$ cat src/eil_defines.svh
// Register map, field positions, reset values and bus constants of the external interrupt latch
`ifndef EIL_DEFINES_SVH
`define EIL_DEFINES_SVH

// ==========================================
// Bus
`define EIL_ADDR_W        8
`define EIL_DATA_W        32
`define EIL_HSIZE_WORD    3'h2
`define EIL_HRESP_OKAY    1'h0

// ==========================================
// Register offsets (byte addresses)
`define EIL_OFS_CTRL      8'h00
`define EIL_OFS_INT_STAT  8'h04
`define EIL_OFS_INT_CLR   8'h08
`define EIL_OFS_INT_EN    8'h0c

// ==========================================
// Status and control field positions
`define EIL_CTRL_TRIG     0
`define EIL_CTRL_MASK     1
`define EIL_CTRL_ACK      2
`define EIL_CTRL_FLAG     3
`define EIL_CTRL_PIN      4

// ==========================================
// Interrupt event bits
`define EIL_EV_LATCH      0
`define EIL_EV_RETURN     1
`define EIL_EV_W          2

// ==========================================
// Reset values
`define EIL_CTRL_RST      1'h0
`define EIL_INT_EN_RST    2'h0
`define EIL_PIN_IDLE      1'h1

`endif

$ cat src/eil_pkg.sv
// Types shared by the external interrupt latch files
`include "eil_defines.svh"

package eil_pkg;

	// Register write strobe from the bus slave
	typedef struct packed {
		logic                     en;
		logic [`EIL_ADDR_W-1:0]   addr;
		logic [`EIL_DATA_W-1:0]   data;
	} eil_bus_wr_t;

	// Synchronised pin and its transitions
	typedef struct packed {
		logic level;
		logic fall;
		logic rise;
	} eil_pin_ev_t;

	// Software control bits
	typedef struct packed {
		logic trig_sel;
		logic mask;
	} eil_ctrl_t;

endpackage : eil_pkg

$ cat src/eil_pin_sync.sv
// Two-stage synchroniser and transition detector for the interrupt pin
`timescale 1ns/10ps
`include "eil_defines.svh"

module eil_pin_sync (
	// Clock and reset
	input  wire logic          hclk,
	input  wire logic          hresetn,
	// Pin
	input  wire logic          pin_n,
	// Synchronised result
	output eil_pkg::eil_pin_ev_t ev
);

	logic meta_q;
	logic meta_d;
	logic sync_q;
	logic sync_d;
	logic prev_q;
	logic prev_d;
	logic [2:0] arm_q;
	logic [2:0] arm_d;

	// ==========================================
	// Synchroniser
	always_comb begin
		meta_d = pin_n;
		sync_d = meta_q;
		prev_d = sync_q;
		// Edge detect armed once the chain holds real pin samples
		arm_d  = {arm_q[1:0], 1'h1};
	end

	always_ff @(posedge hclk or negedge hresetn) begin
		if (!hresetn) begin
			meta_q <= `EIL_PIN_IDLE;
			sync_q <= `EIL_PIN_IDLE;
			prev_q <= `EIL_PIN_IDLE;
			arm_q  <= 3'h0;
		end else begin
			meta_q <= meta_d;
			sync_q <= sync_d;
			prev_q <= prev_d;
			arm_q  <= arm_d;
		end
	end

	// ==========================================
	// Transitions on the synchronised value only
	// Pin held low through reset gives no edge
	assign ev.level = sync_q;
	assign ev.fall  = prev_q & ~sync_q & arm_q[2];
	assign ev.rise  = ~prev_q & sync_q & arm_q[2];

endmodule : eil_pin_sync

$ cat src/eil_ahb_slave.sv
// AHB-Lite slave front end: writes with no wait, reads with one wait state
`timescale 1ns/10ps
`include "eil_defines.svh"

module eil_ahb_slave (
	// Clock and reset
	input  wire logic                   hclk,
	input  wire logic                   hresetn,
	// AHB-Lite
	input  wire logic                   hsel,
	input  wire logic [31:0]            haddr,
	input  wire logic [1:0]             htrans,
	input  wire logic                   hwrite,
	input  wire logic [2:0]             hsize,
	input  wire logic [`EIL_DATA_W-1:0] hwdata,
	input  wire logic                   hready,
	output logic                        hreadyout,
	output logic [`EIL_DATA_W-1:0]      hrdata,
	output logic                        hresp,
	// Register side
	output eil_pkg::eil_bus_wr_t        wr,
	output logic [`EIL_ADDR_W-1:0]      rd_addr,
	input  wire logic [`EIL_DATA_W-1:0] rd_data
);

	logic                   acc;
	logic                   wr_pend_q;
	logic                   wr_pend_d;
	logic                   rd_pend_q;
	logic                   rd_pend_d;
	logic                   rdy_q;
	logic                   rdy_d;
	logic [`EIL_ADDR_W-1:0] addr_q;
	logic [`EIL_ADDR_W-1:0] addr_d;
	logic [`EIL_DATA_W-1:0] rdata_q;
	logic [`EIL_DATA_W-1:0] rdata_d;

	assign acc = hsel & htrans[1] & hready;

	// ==========================================
	// Address phase capture, read wait state
	always_comb begin
		wr_pend_d = acc & hwrite & (hsize == `EIL_HSIZE_WORD);
		rd_pend_d = acc & ~hwrite;
		rdy_d     = ~(acc & ~hwrite);
		addr_d    = acc ? haddr[`EIL_ADDR_W-1:0] : addr_q;
		rdata_d   = rd_pend_q ? rd_data : rdata_q;
	end

	always_ff @(posedge hclk or negedge hresetn) begin
		if (!hresetn) begin
			wr_pend_q <= 1'h0;
			rd_pend_q <= 1'h0;
			rdy_q     <= 1'h1;
			addr_q    <= '0;
			rdata_q   <= '0;
		end else begin
			wr_pend_q <= wr_pend_d;
			rd_pend_q <= rd_pend_d;
			rdy_q     <= rdy_d;
			addr_q    <= addr_d;
			rdata_q   <= rdata_d;
		end
	end

	assign hreadyout = rdy_q;
	assign hrdata    = rdata_q;
	assign hresp     = `EIL_HRESP_OKAY;
	assign wr.en     = wr_pend_q;
	assign wr.addr   = addr_q;
	assign wr.data   = hwdata;
	assign rd_addr   = addr_q;

endmodule : eil_ahb_slave

$ cat src/eil_top.sv
// External interrupt latch: pin sensing, request latch, acknowledge, mask and register file
//
// Summary of operation
// - A falling edge on the active-low pin sets the request latch.
// - A vector fetch acknowledge clears the latch that caused it.
// - Writing 1 to the acknowledge bit acts as a vector fetch acknowledge.
// - Reset clears the request latch.
// - Trigger select clear: edges only; set: edges and low level.
// - Edge-only mode: latch holds until acknowledge or reset, then clears at once.
// - Edge-and-level mode: clear needs acknowledge and pin high, any order.
// - Mask bit set keeps the latched request from the CPU.
// - A falling edge after a software acknowledge latches a new request.
// - Current pin level is given to the CPU for branch tests.
// - Acknowledge bit is write-only, reads 0, reset clears it.
// - Mask bit is read/write; 1 disables requests; reset clears it.
// - Trigger select is read/write; 1 edge and level; reset clears it.
// - Read-only flag reads 1 while an event is latched.
//
// The implementer's own choices: the AHB-Lite interface to the registers and the placing of the registers.
`timescale 1ns/10ps
`include "eil_defines.svh"

module eil_top (
	// Clock and reset
	input  wire logic                   hclk,
	input  wire logic                   hresetn,
	// AHB-Lite
	input  wire logic                   hsel,
	input  wire logic [31:0]            haddr,
	input  wire logic [1:0]             htrans,
	input  wire logic                   hwrite,
	input  wire logic [2:0]             hsize,
	input  wire logic [`EIL_DATA_W-1:0] hwdata,
	input  wire logic                   hready,
	output logic                        hreadyout,
	output logic [`EIL_DATA_W-1:0]      hrdata,
	output logic                        hresp,
	// External pin
	input  wire logic                   irq_pin_n,
	// CPU core
	input  wire logic                   vec_fetch_ack,
	output logic                        cpu_irq_req,
	output logic                        pin_level,
	// System interrupt
	output logic                        irq
);

	eil_pkg::eil_bus_wr_t   wr;
	eil_pkg::eil_pin_ev_t   pin;
	eil_pkg::eil_ctrl_t     ctrl_q;
	eil_pkg::eil_ctrl_t     ctrl_d;
	logic [`EIL_ADDR_W-1:0] rd_addr;
	logic [`EIL_DATA_W-1:0] rd_data;
	logic                   sw_ack;
	logic                   any_ack;
	logic                   set_ev;
	logic                   clr_ok;
	logic                   latch_q;
	logic                   latch_d;
	logic                   ack_pend_q;
	logic                   ack_pend_d;
	logic                   req_q;
	logic                   req_d;
	logic [`EIL_EV_W-1:0]   ev;
	logic [`EIL_EV_W-1:0]   stat_q;
	logic [`EIL_EV_W-1:0]   stat_d;
	logic [`EIL_EV_W-1:0]   en_q;
	logic [`EIL_EV_W-1:0]   en_d;
	logic [`EIL_EV_W-1:0]   clr;
	logic                   irq_q;
	logic                   irq_d;

	// ==========================================
	// Write decode helper
	function automatic logic hit(input eil_pkg::eil_bus_wr_t w,
			input logic [`EIL_ADDR_W-1:0] ofs);
		hit = w.en & (w.addr == ofs);
	endfunction : hit

	// ==========================================
	// Bus slave
	eil_ahb_slave u_bus (
		.hclk      (hclk),
		.hresetn   (hresetn),
		.hsel      (hsel),
		.haddr     (haddr),
		.htrans    (htrans),
		.hwrite    (hwrite),
		.hsize     (hsize),
		.hwdata    (hwdata),
		.hready    (hready),
		.hreadyout (hreadyout),
		.hrdata    (hrdata),
		.hresp     (hresp),
		.wr        (wr),
		.rd_addr   (rd_addr),
		.rd_data   (rd_data)
	);

	// ==========================================
	// Pin synchroniser
	// synchronised pin
	eil_pin_sync u_pin (
		.hclk    (hclk),
		.hresetn (hresetn),
		.pin_n   (irq_pin_n),
		.ev      (pin)
	);

	assign pin_level = pin.level;

	// ==========================================
	// Control register
	always_comb begin
		ctrl_d = ctrl_q;
		if (hit(wr, `EIL_OFS_CTRL)) begin
			ctrl_d.mask     = wr.data[`EIL_CTRL_MASK];
			ctrl_d.trig_sel = wr.data[`EIL_CTRL_TRIG];
		end
	end

	assign sw_ack  = hit(wr, `EIL_OFS_CTRL) & wr.data[`EIL_CTRL_ACK];
	assign any_ack = sw_ack | vec_fetch_ack;

	// ==========================================
	// Request latch
	always_comb begin
		set_ev = pin.fall | (ctrl_q.trig_sel & ~pin.level);
		clr_ok = (any_ack | ack_pend_q) & (~ctrl_q.trig_sel | pin.level);
		if (set_ev) begin
			latch_d = 1'h1;
		end else if (clr_ok) begin
			latch_d = 1'h0;
		end else begin
			latch_d = latch_q;
		end
		ack_pend_d = (any_ack | ack_pend_q) & latch_d & ~set_ev;
		if (ctrl_q.trig_sel & ~pin.level & latch_q) begin
			ack_pend_d = any_ack | ack_pend_q;
		end
		req_d = latch_d & ~ctrl_d.mask;
	end

	// ==========================================
	// Interrupt status, clear and enable
	assign ev[`EIL_EV_LATCH]  = latch_d & ~latch_q;
	assign ev[`EIL_EV_RETURN] = pin.rise;
	assign clr = hit(wr, `EIL_OFS_INT_CLR) ? wr.data[`EIL_EV_W-1:0] : '0;

	always_comb begin
		stat_d = ev | (stat_q & ~clr);
		en_d   = hit(wr, `EIL_OFS_INT_EN) ? wr.data[`EIL_EV_W-1:0] : en_q;
		irq_d  = |(stat_d & en_d);
	end

	// ==========================================
	// State registers
	always_ff @(posedge hclk or negedge hresetn) begin
		if (!hresetn) begin
			ctrl_q     <= '{trig_sel: `EIL_CTRL_RST, mask: `EIL_CTRL_RST};
			latch_q    <= 1'h0;
			ack_pend_q <= 1'h0;
			req_q      <= 1'h0;
			stat_q     <= '0;
			en_q       <= `EIL_INT_EN_RST;
			irq_q      <= 1'h0;
		end else begin
			ctrl_q     <= ctrl_d;
			latch_q    <= latch_d;
			ack_pend_q <= ack_pend_d;
			req_q      <= req_d;
			stat_q     <= stat_d;
			en_q       <= en_d;
			irq_q      <= irq_d;
		end
	end

	assign cpu_irq_req = req_q;
	assign irq         = irq_q;

	// ==========================================
	// Read mux
	always_comb begin
		rd_data = '0;
		unique case (rd_addr)
			`EIL_OFS_CTRL: begin
				rd_data[`EIL_CTRL_TRIG] = ctrl_q.trig_sel;
				rd_data[`EIL_CTRL_MASK] = ctrl_q.mask;
				rd_data[`EIL_CTRL_ACK]  = 1'h0;
				rd_data[`EIL_CTRL_FLAG] = latch_q;
				rd_data[`EIL_CTRL_PIN]  = pin.level;
			end
			`EIL_OFS_INT_STAT: rd_data[`EIL_EV_W-1:0] = stat_q;
			`EIL_OFS_INT_EN:   rd_data[`EIL_EV_W-1:0] = en_q;
			default:           rd_data = '0;
		endcase
	end

	// ==========================================
	// Checks
	logic first_q;

	always_ff @(posedge hclk or negedge hresetn) begin
		if (!hresetn) begin
			first_q <= 1'h1;
		end else begin
			first_q <= 1'h0;
		end
	end
endmodule : eil_top

$ cat config.mk
export PLATFORM = sky130hd
export DESIGN_NAME = eil_top
export DESIGN_NICKNAME = d
export VERILOG_FILES = /design/src/eil_pkg.sv /design/src/eil_pin_sync.sv /design/src/eil_ahb_slave.sv /design/src/eil_top.sv
export VERILOG_INCLUDE_DIRS = /design/src
export SDC_FILE = /design/constraint.sdc
export NUM_CORES = 1
export LEC_CHECK = 0
export ABC_AREA = 0
export BUFFER_PORTS_ARGS = -buffer_cell sky130_fd_sc_hd__buf_2
export CAP_MARGIN = 30
export CORE_MARGIN = 10
export CORE_UTILIZATION = 39
export DETAILED_ROUTE_END_ITERATION = 8
export GPL_ROUTABILITY_DRIVEN = 0
export HOLD_SLACK_MARGIN = 0.06
export PLACE_DENSITY_LB_ADDON = 0.2
export SLEW_MARGIN = 25
export SYNTH_ARGS = -nofsm -noshare
export SYNTH_HDL_FRONTEND = slang
export SYNTH_SLANG_ARGS = --single-unit
export TNS_END_PERCENT = 10
$ cat constraint.sdc
create_clock -name hclk -period 2.1 [get_ports hclk]
set_input_delay 0.21 -clock hclk [delete_from_list [all_inputs] [get_ports hclk]]
set_output_delay 0.21 -clock hclk [all_outputs]
set_load 0.05 [all_outputs]
## Yosys cells after proc, flatten, opt, wreduce, memory -nomap -nowiden

Index checks and enable logic that the tools add are counted.

| word-level totals | value |
|---|---|
| register bits | 32 |
| output and inout bits | 37 |

| operators by class | value |
|---|---|
| equality and inequality tests | 4 |
| multiplexer cells | 8 |
| bitwise logic cells | 36 |
| reduce and logical (&&, ||, !) cells | 2 |

Operators by type and width:

| operator | number |
|---|---|
| bitwise AND 1 bit | 20 |
| equality test 8 x 4 -> 1 bit (second input constant) | 2 |
| equality test 8 x 3 -> 1 bit (second input constant) | 1 |
| logical NOT 8 bit | 1 |
| inverter 1 bit | 8 |
| one-hot mux 2 bit (3 select lines) | 1 |
| bitwise AND 2 bit | 2 |
| 2-to-1 mux 1 bit | 4 |
| 2-to-1 mux 2 bit | 2 |
| bitwise OR 1 bit | 4 |
| equality test 3 x 2 -> 1 bit (second input constant) | 1 |
| 2-to-1 mux 3 bit | 1 |
| inverter 2 bit | 1 |
| bitwise OR 2 bit | 1 |
| OR reduction 2 bit | 1 |

## Depth between registers and ports, before layout

| logic depth | value |
|---|---|
| depth after elaboration | 12 |
| gate-level depth with buffers | 5 |

## Hierarchy

From an unflattened synthesis, not the netlist that was laid out.

| second synthesis, totals | value |
|---|---|
| cells, all modules | 197 |
| area total of the unflattened synthesis | 2827.7 µm² |

By module, submodules not included:

| module | instances | cells an instance | area an instance (µm²) |
|---|---|---|---|
| eil_ahb_slave | 1 | 136 | 2103.3 |
| eil_top | 1 | 51 | 541.8 |
| eil_pin_sync | 1 | 10 | 182.7 |

## Worst setup path before layout

Ideal clock, no wire load.

| timing | value |
|---|---|
| path type | register to register |
| from | register u_bus.addr_q[1] (netlist: u_bus.rd_addr[1]) |
| to | register irq_q (netlist: irq) |
| setup time | 121 ps |
| arrival time | 1493 ps |
| setup slack | 487 ps |
| cell stages (with the launch flop) | 5 |
| path buffers | 0 |
| cells stage by stage | dfrtp_1 -> nor4_4 -> nand4_2 -> mux2_4 -> a22o_1 |

| on the way | value |
|---|---|
| elaborated cells between the ends (all ways) | 20 |
| those cells by class | eq/ne: 2; mux: 4; bitwise: 12; reduce/logical: 2 |

RTL lines:

| item | RTL line | RTL |
|---|---|---|
| from (decl) | eil_ahb_slave.sv:33 | `` logic [`EIL_ADDR_W-1:0] addr_q; `` |
| from (signal assigned) | eil_ahb_slave.sv:61 | `addr_q <= addr_d;` |
| equality test 8 x 4 -> 1 bit | eil_top.sv:77 | `hit = w.en & (w.addr == ofs);` |
| bitwise AND 1 bit | eil_top.sv:77 |  |
| 2-to-1 mux 2 bit | eil_top.sv:152 | `` en_d = hit(wr, `EIL_OFS_INT_EN) ? wr.data[`EIL_EV_W-1:0] : en_q; `` |
| net en_d[0] | eil_top.sv:68 | `` logic [`EIL_EV_W-1:0] en_d; `` |
| bitwise AND 2 bit | eil_top.sv:153 | `irq_d = \|(stat_d & en_d);` |
| OR reduction 2 bit | eil_top.sv:153 |  |
| net irq_d | eil_top.sv:71 | `logic irq_d;` |
| to (signal assigned) | eil_top.sv:174 | `irq_q <= irq_d;` |
| to (decl) | eil_top.sv:70 | `logic irq_q;` |

The timed path passes the listed nets, and every way through them passes these cells.
A chain may end at the register's enable or synchronous reset.

## Worst setup path in the final report

Ends and elaborated chain as after synthesis.

==> reports/metrics.csv <==
stage;metric;value;unit
drt;drtAntennaViolNets;0;
final_layout;design_area;1648;um^2
clocking;cts_tree;built;
global_route;grt_max_degree;32;
final_layout;antenna_cells;0;
global_route;antenna_found_initial;0;
drt;wl_met2;1258;um
sta;fin_crit_sh;77.84;%
setup_path;crit_slowest_cell;dfrtp_1;
power_and_ir_drop;p_leak;0.8070;nW
drt;wl_met3;376;um
global_route;grt_pass1_wl;4133;um
floorplan;rows;22;
clocking;clkTransAtPathRegs;70;ps
final_layout;multi_input_area;520.5;um^2
place;detailed_place_hpwl;2189;um
setup_path;worstSetupPathType;reg2reg;
logic_synthesis;synthTopCellsByCount;buf_4, dfrtp_1, mux2_2;
logic_synthesis;synthArstFlopShare;100.0;%
clocking;cts.sinks;31;
setup_path;worstRegToRegCells;4;
sta;min_period;1635;ps
setup_path;timing.rr.start;u_bus.rd_addr[1];
logic_synthesis;yosys.cell_types.count;28;
clocking;numCtsBuffers;5;
drt;drc;0;
drt;wl_per_cell;12.83;um
setup_path;slowest_delay;400;ps
place;post-place-ws;451.4;ps
sta;hold_ws;151.9;ps
place;placed_area;1544;um^2
sta;timing.setup.tns;0;ps
clocking;htreeDepth;2;
floorplan;die_area;6528;um^2
clocking;cts_buffer_depth;2;
sta;fmax;611.8;MHz
sta;fin_ws;465.5;ps
clocking;ctsResizeCount;0;
setup_path;r2r-end;irq;
setup_path;cpLargestDelayFamily;simple AND/OR/NAND/NOR gates;
final_layout;area_growth;14.32;%
drt;drt_iter0_markers;29;
clocking;cts_root_buf;clkbuf_8;
sta;rsz0062_at_grt;false;
setup_path;cp_cell_sequence;nor4_4 -> nand4_2 -> mux2_4 -> a22o_1;
logic_synthesis;avgSynthCellArea;11.91;um^2
logic_synthesis;yosysWarnings;0;
logic_synthesis;synth_edf_count;0;
drt;drtPass1Iterations;4;
sta;maxSlewViolCount;0;
setup_path;start_kind;flip-flop;
clocking;cts_setup_buffers;0;
sta;finalSetupViolCount;0;
logic_synthesis;synth_top_area_share;46.88;%
setup_path;endpoint;irq;
drt;via_count;902;
floorplan;die_x;80.80;um
setup_path;crit_cells;4;
sta;max-slew-margin-rel;56.72;%
setup_path;crit_start;u_bus.rd_addr[1];
logic_synthesis;syn_inst;121;
floorplan;initial_utilization;39.97;%
final_layout;nNetsFinal;235;
logic_synthesis;synth_area_leaders;dfrtp_1, buf_4, mux2_2;
global_route;overflow;0;
floorplan;die_h;80.80;um
floorplan;core;3606;um^2
global_route;grt_pass1_vias;920;
logic_synthesis;syn_area;1441;um^2
floorplan;io_pins;113;
drt;vias_per_cell;4.337;
final_layout;final_util;45.70;%
logic_synthesis;synth_seq_cells;31;
worst_hold_path;hold_path.class;in2reg;
drt;routed_wl;2668;um
flow_run;maxCapViolCount;0;
sta;hold_violations;0;
status;outcome;finished, final reports clean;
setup_path;cp_data_arrival_time;1800;ps
drt;dr.max_layer_used;met4;
global_route;track_usage;8.098;%
setup_path;r2r_setup_slack;470;ps
logic_synthesis;yosys.area.top_type;dfrtp_1;
final_layout;fillCellCount;354;
final_layout;regArea;780.7;um^2
setup_path;worstPathRequired;2270;ps
place;io_buffers;29;
final_layout;post_route_cells_drive_above_1_share;36.88;%
logic_synthesis;yosysMostFrequentCell;buf_4;
sta;tightest_slew;649.1;ps
setup_path;worst_setup_path_end_kind;flip-flop;
setup_path;cp_max_fo;3;
power_and_ir_drop;cellPowerDensity;866.3;nW/um^2
clocking;cts-hold-fix-buffers;2;
sta;finClkSkew;3.438;ps
drt;wl_met1;993;um
setup_path;crit_buf_inv;0;
logic_synthesis;seq_area_frac_synth;54.17;%
clocking;insertion_delay;280;ps
power_and_ir_drop;ir_drop;0.3649;mV
logic_synthesis;synth_ff_type;dfrtp_1;
-- per-stage QoR --
stage | power [mW] | instances
after detailed placement | 0.9950 | 198
final | 1.427 | 208
after global placement | 0.9892 | 198
after floorplan | 0.9680 | 149
after CTS | 1.442 | 208
after global routing | 1.503 | 208
-- cell families (layout without fill, tap and decap cells) --
| group | Yosys count | count (layout) | synth area share [%] |
|---|---|---|---|
| other | 2 | 30 | 0.5210 |
| multiplexers | 14 | 14 | 11.02 |
| AO/OA/AOI/OAI | 12 | 12 | 5.989 |
| flip-flops | 31 | 31 | 54.17 |
| buffers and inverters | 36 | 47 | 17.01 |
| AND/OR/NAND/NOR | 26 | 26 | 11.28 |
-- worst reg2reg max path, delay by kind of cell (launching register included) --
| kind | cells | cell delay [ps] |
|---|---|---|
| flops | 1 | 400 |
| compound gates | 1 | 230 |
| mux | 1 | 350 |
| simple gates | 2 | 550 |
-- sequential cells by signal, summed over array words and instances, names as in the netlist, 2 cells and up --
name	cells
u_bus.rd_addr	8
u_bus.hrdata	4
u_pin.arm_q	3
ctrl_q	2
en_q	2
stat_q	2
-- layout make-up --
cell class                      instances  area share, %
Timing Repair Buffer                   33          10.93
Tap cell                               48          3.645
Multi-Input combinational cell         82          31.59
Inverter                                6          1.367
Clock inverter                          3         0.9112
Clock buffer                            5          4.176
Sequential cell                        31          47.38
-- worst min path at each step --
stage,startpoint,end,cells past startpoint
2_1_floorplan,hresetn,ack_pend_q,0
3_3_place_gp,hresetn,u_pin.arm_q[1],1
3_5_place_dp,hresetn,u_pin.arm_q[1],1
4_1_cts,hwrite,u_bus.hreadyout,2
5_1_grt,hwrite,u_bus.hreadyout,2
6_report,hwrite,u_bus.hreadyout,2
-- per-layer routing --
metal / track usage (%) / vias up
li1: - / 433
met1: 9.247 / 420
met2: 12.42 / 44
met3: 3.863 / 5
met4: 4.152 / 0
met5: 0 / -
-- cell usage in the layout (no fill, tap or decap), drive strengths merged, types with 2 or more instances in the layout --
master / instances
mux2: 12
dfstp: 4
a31oi: 2
mux2i: 2
nand2: 3
nand4: 4
dfrtp: 27
inv: 6
nor2: 5
clkinv: 3
clkbuf: 5
nor3: 2
dlygate4sd3: 2
nand3: 3
or2: 2
and2: 2
o22ai: 4
nor2b: 3
conb: 30
buf: 31
-- power breakdown --
part	total, mW	switching [mW]	internal (mW)
registers	0.697	0.0473	0.650
clock network	0.442	0.216	0.226
logic	0.289	0.206	0.0825
(Power assumes the default switching activity.)
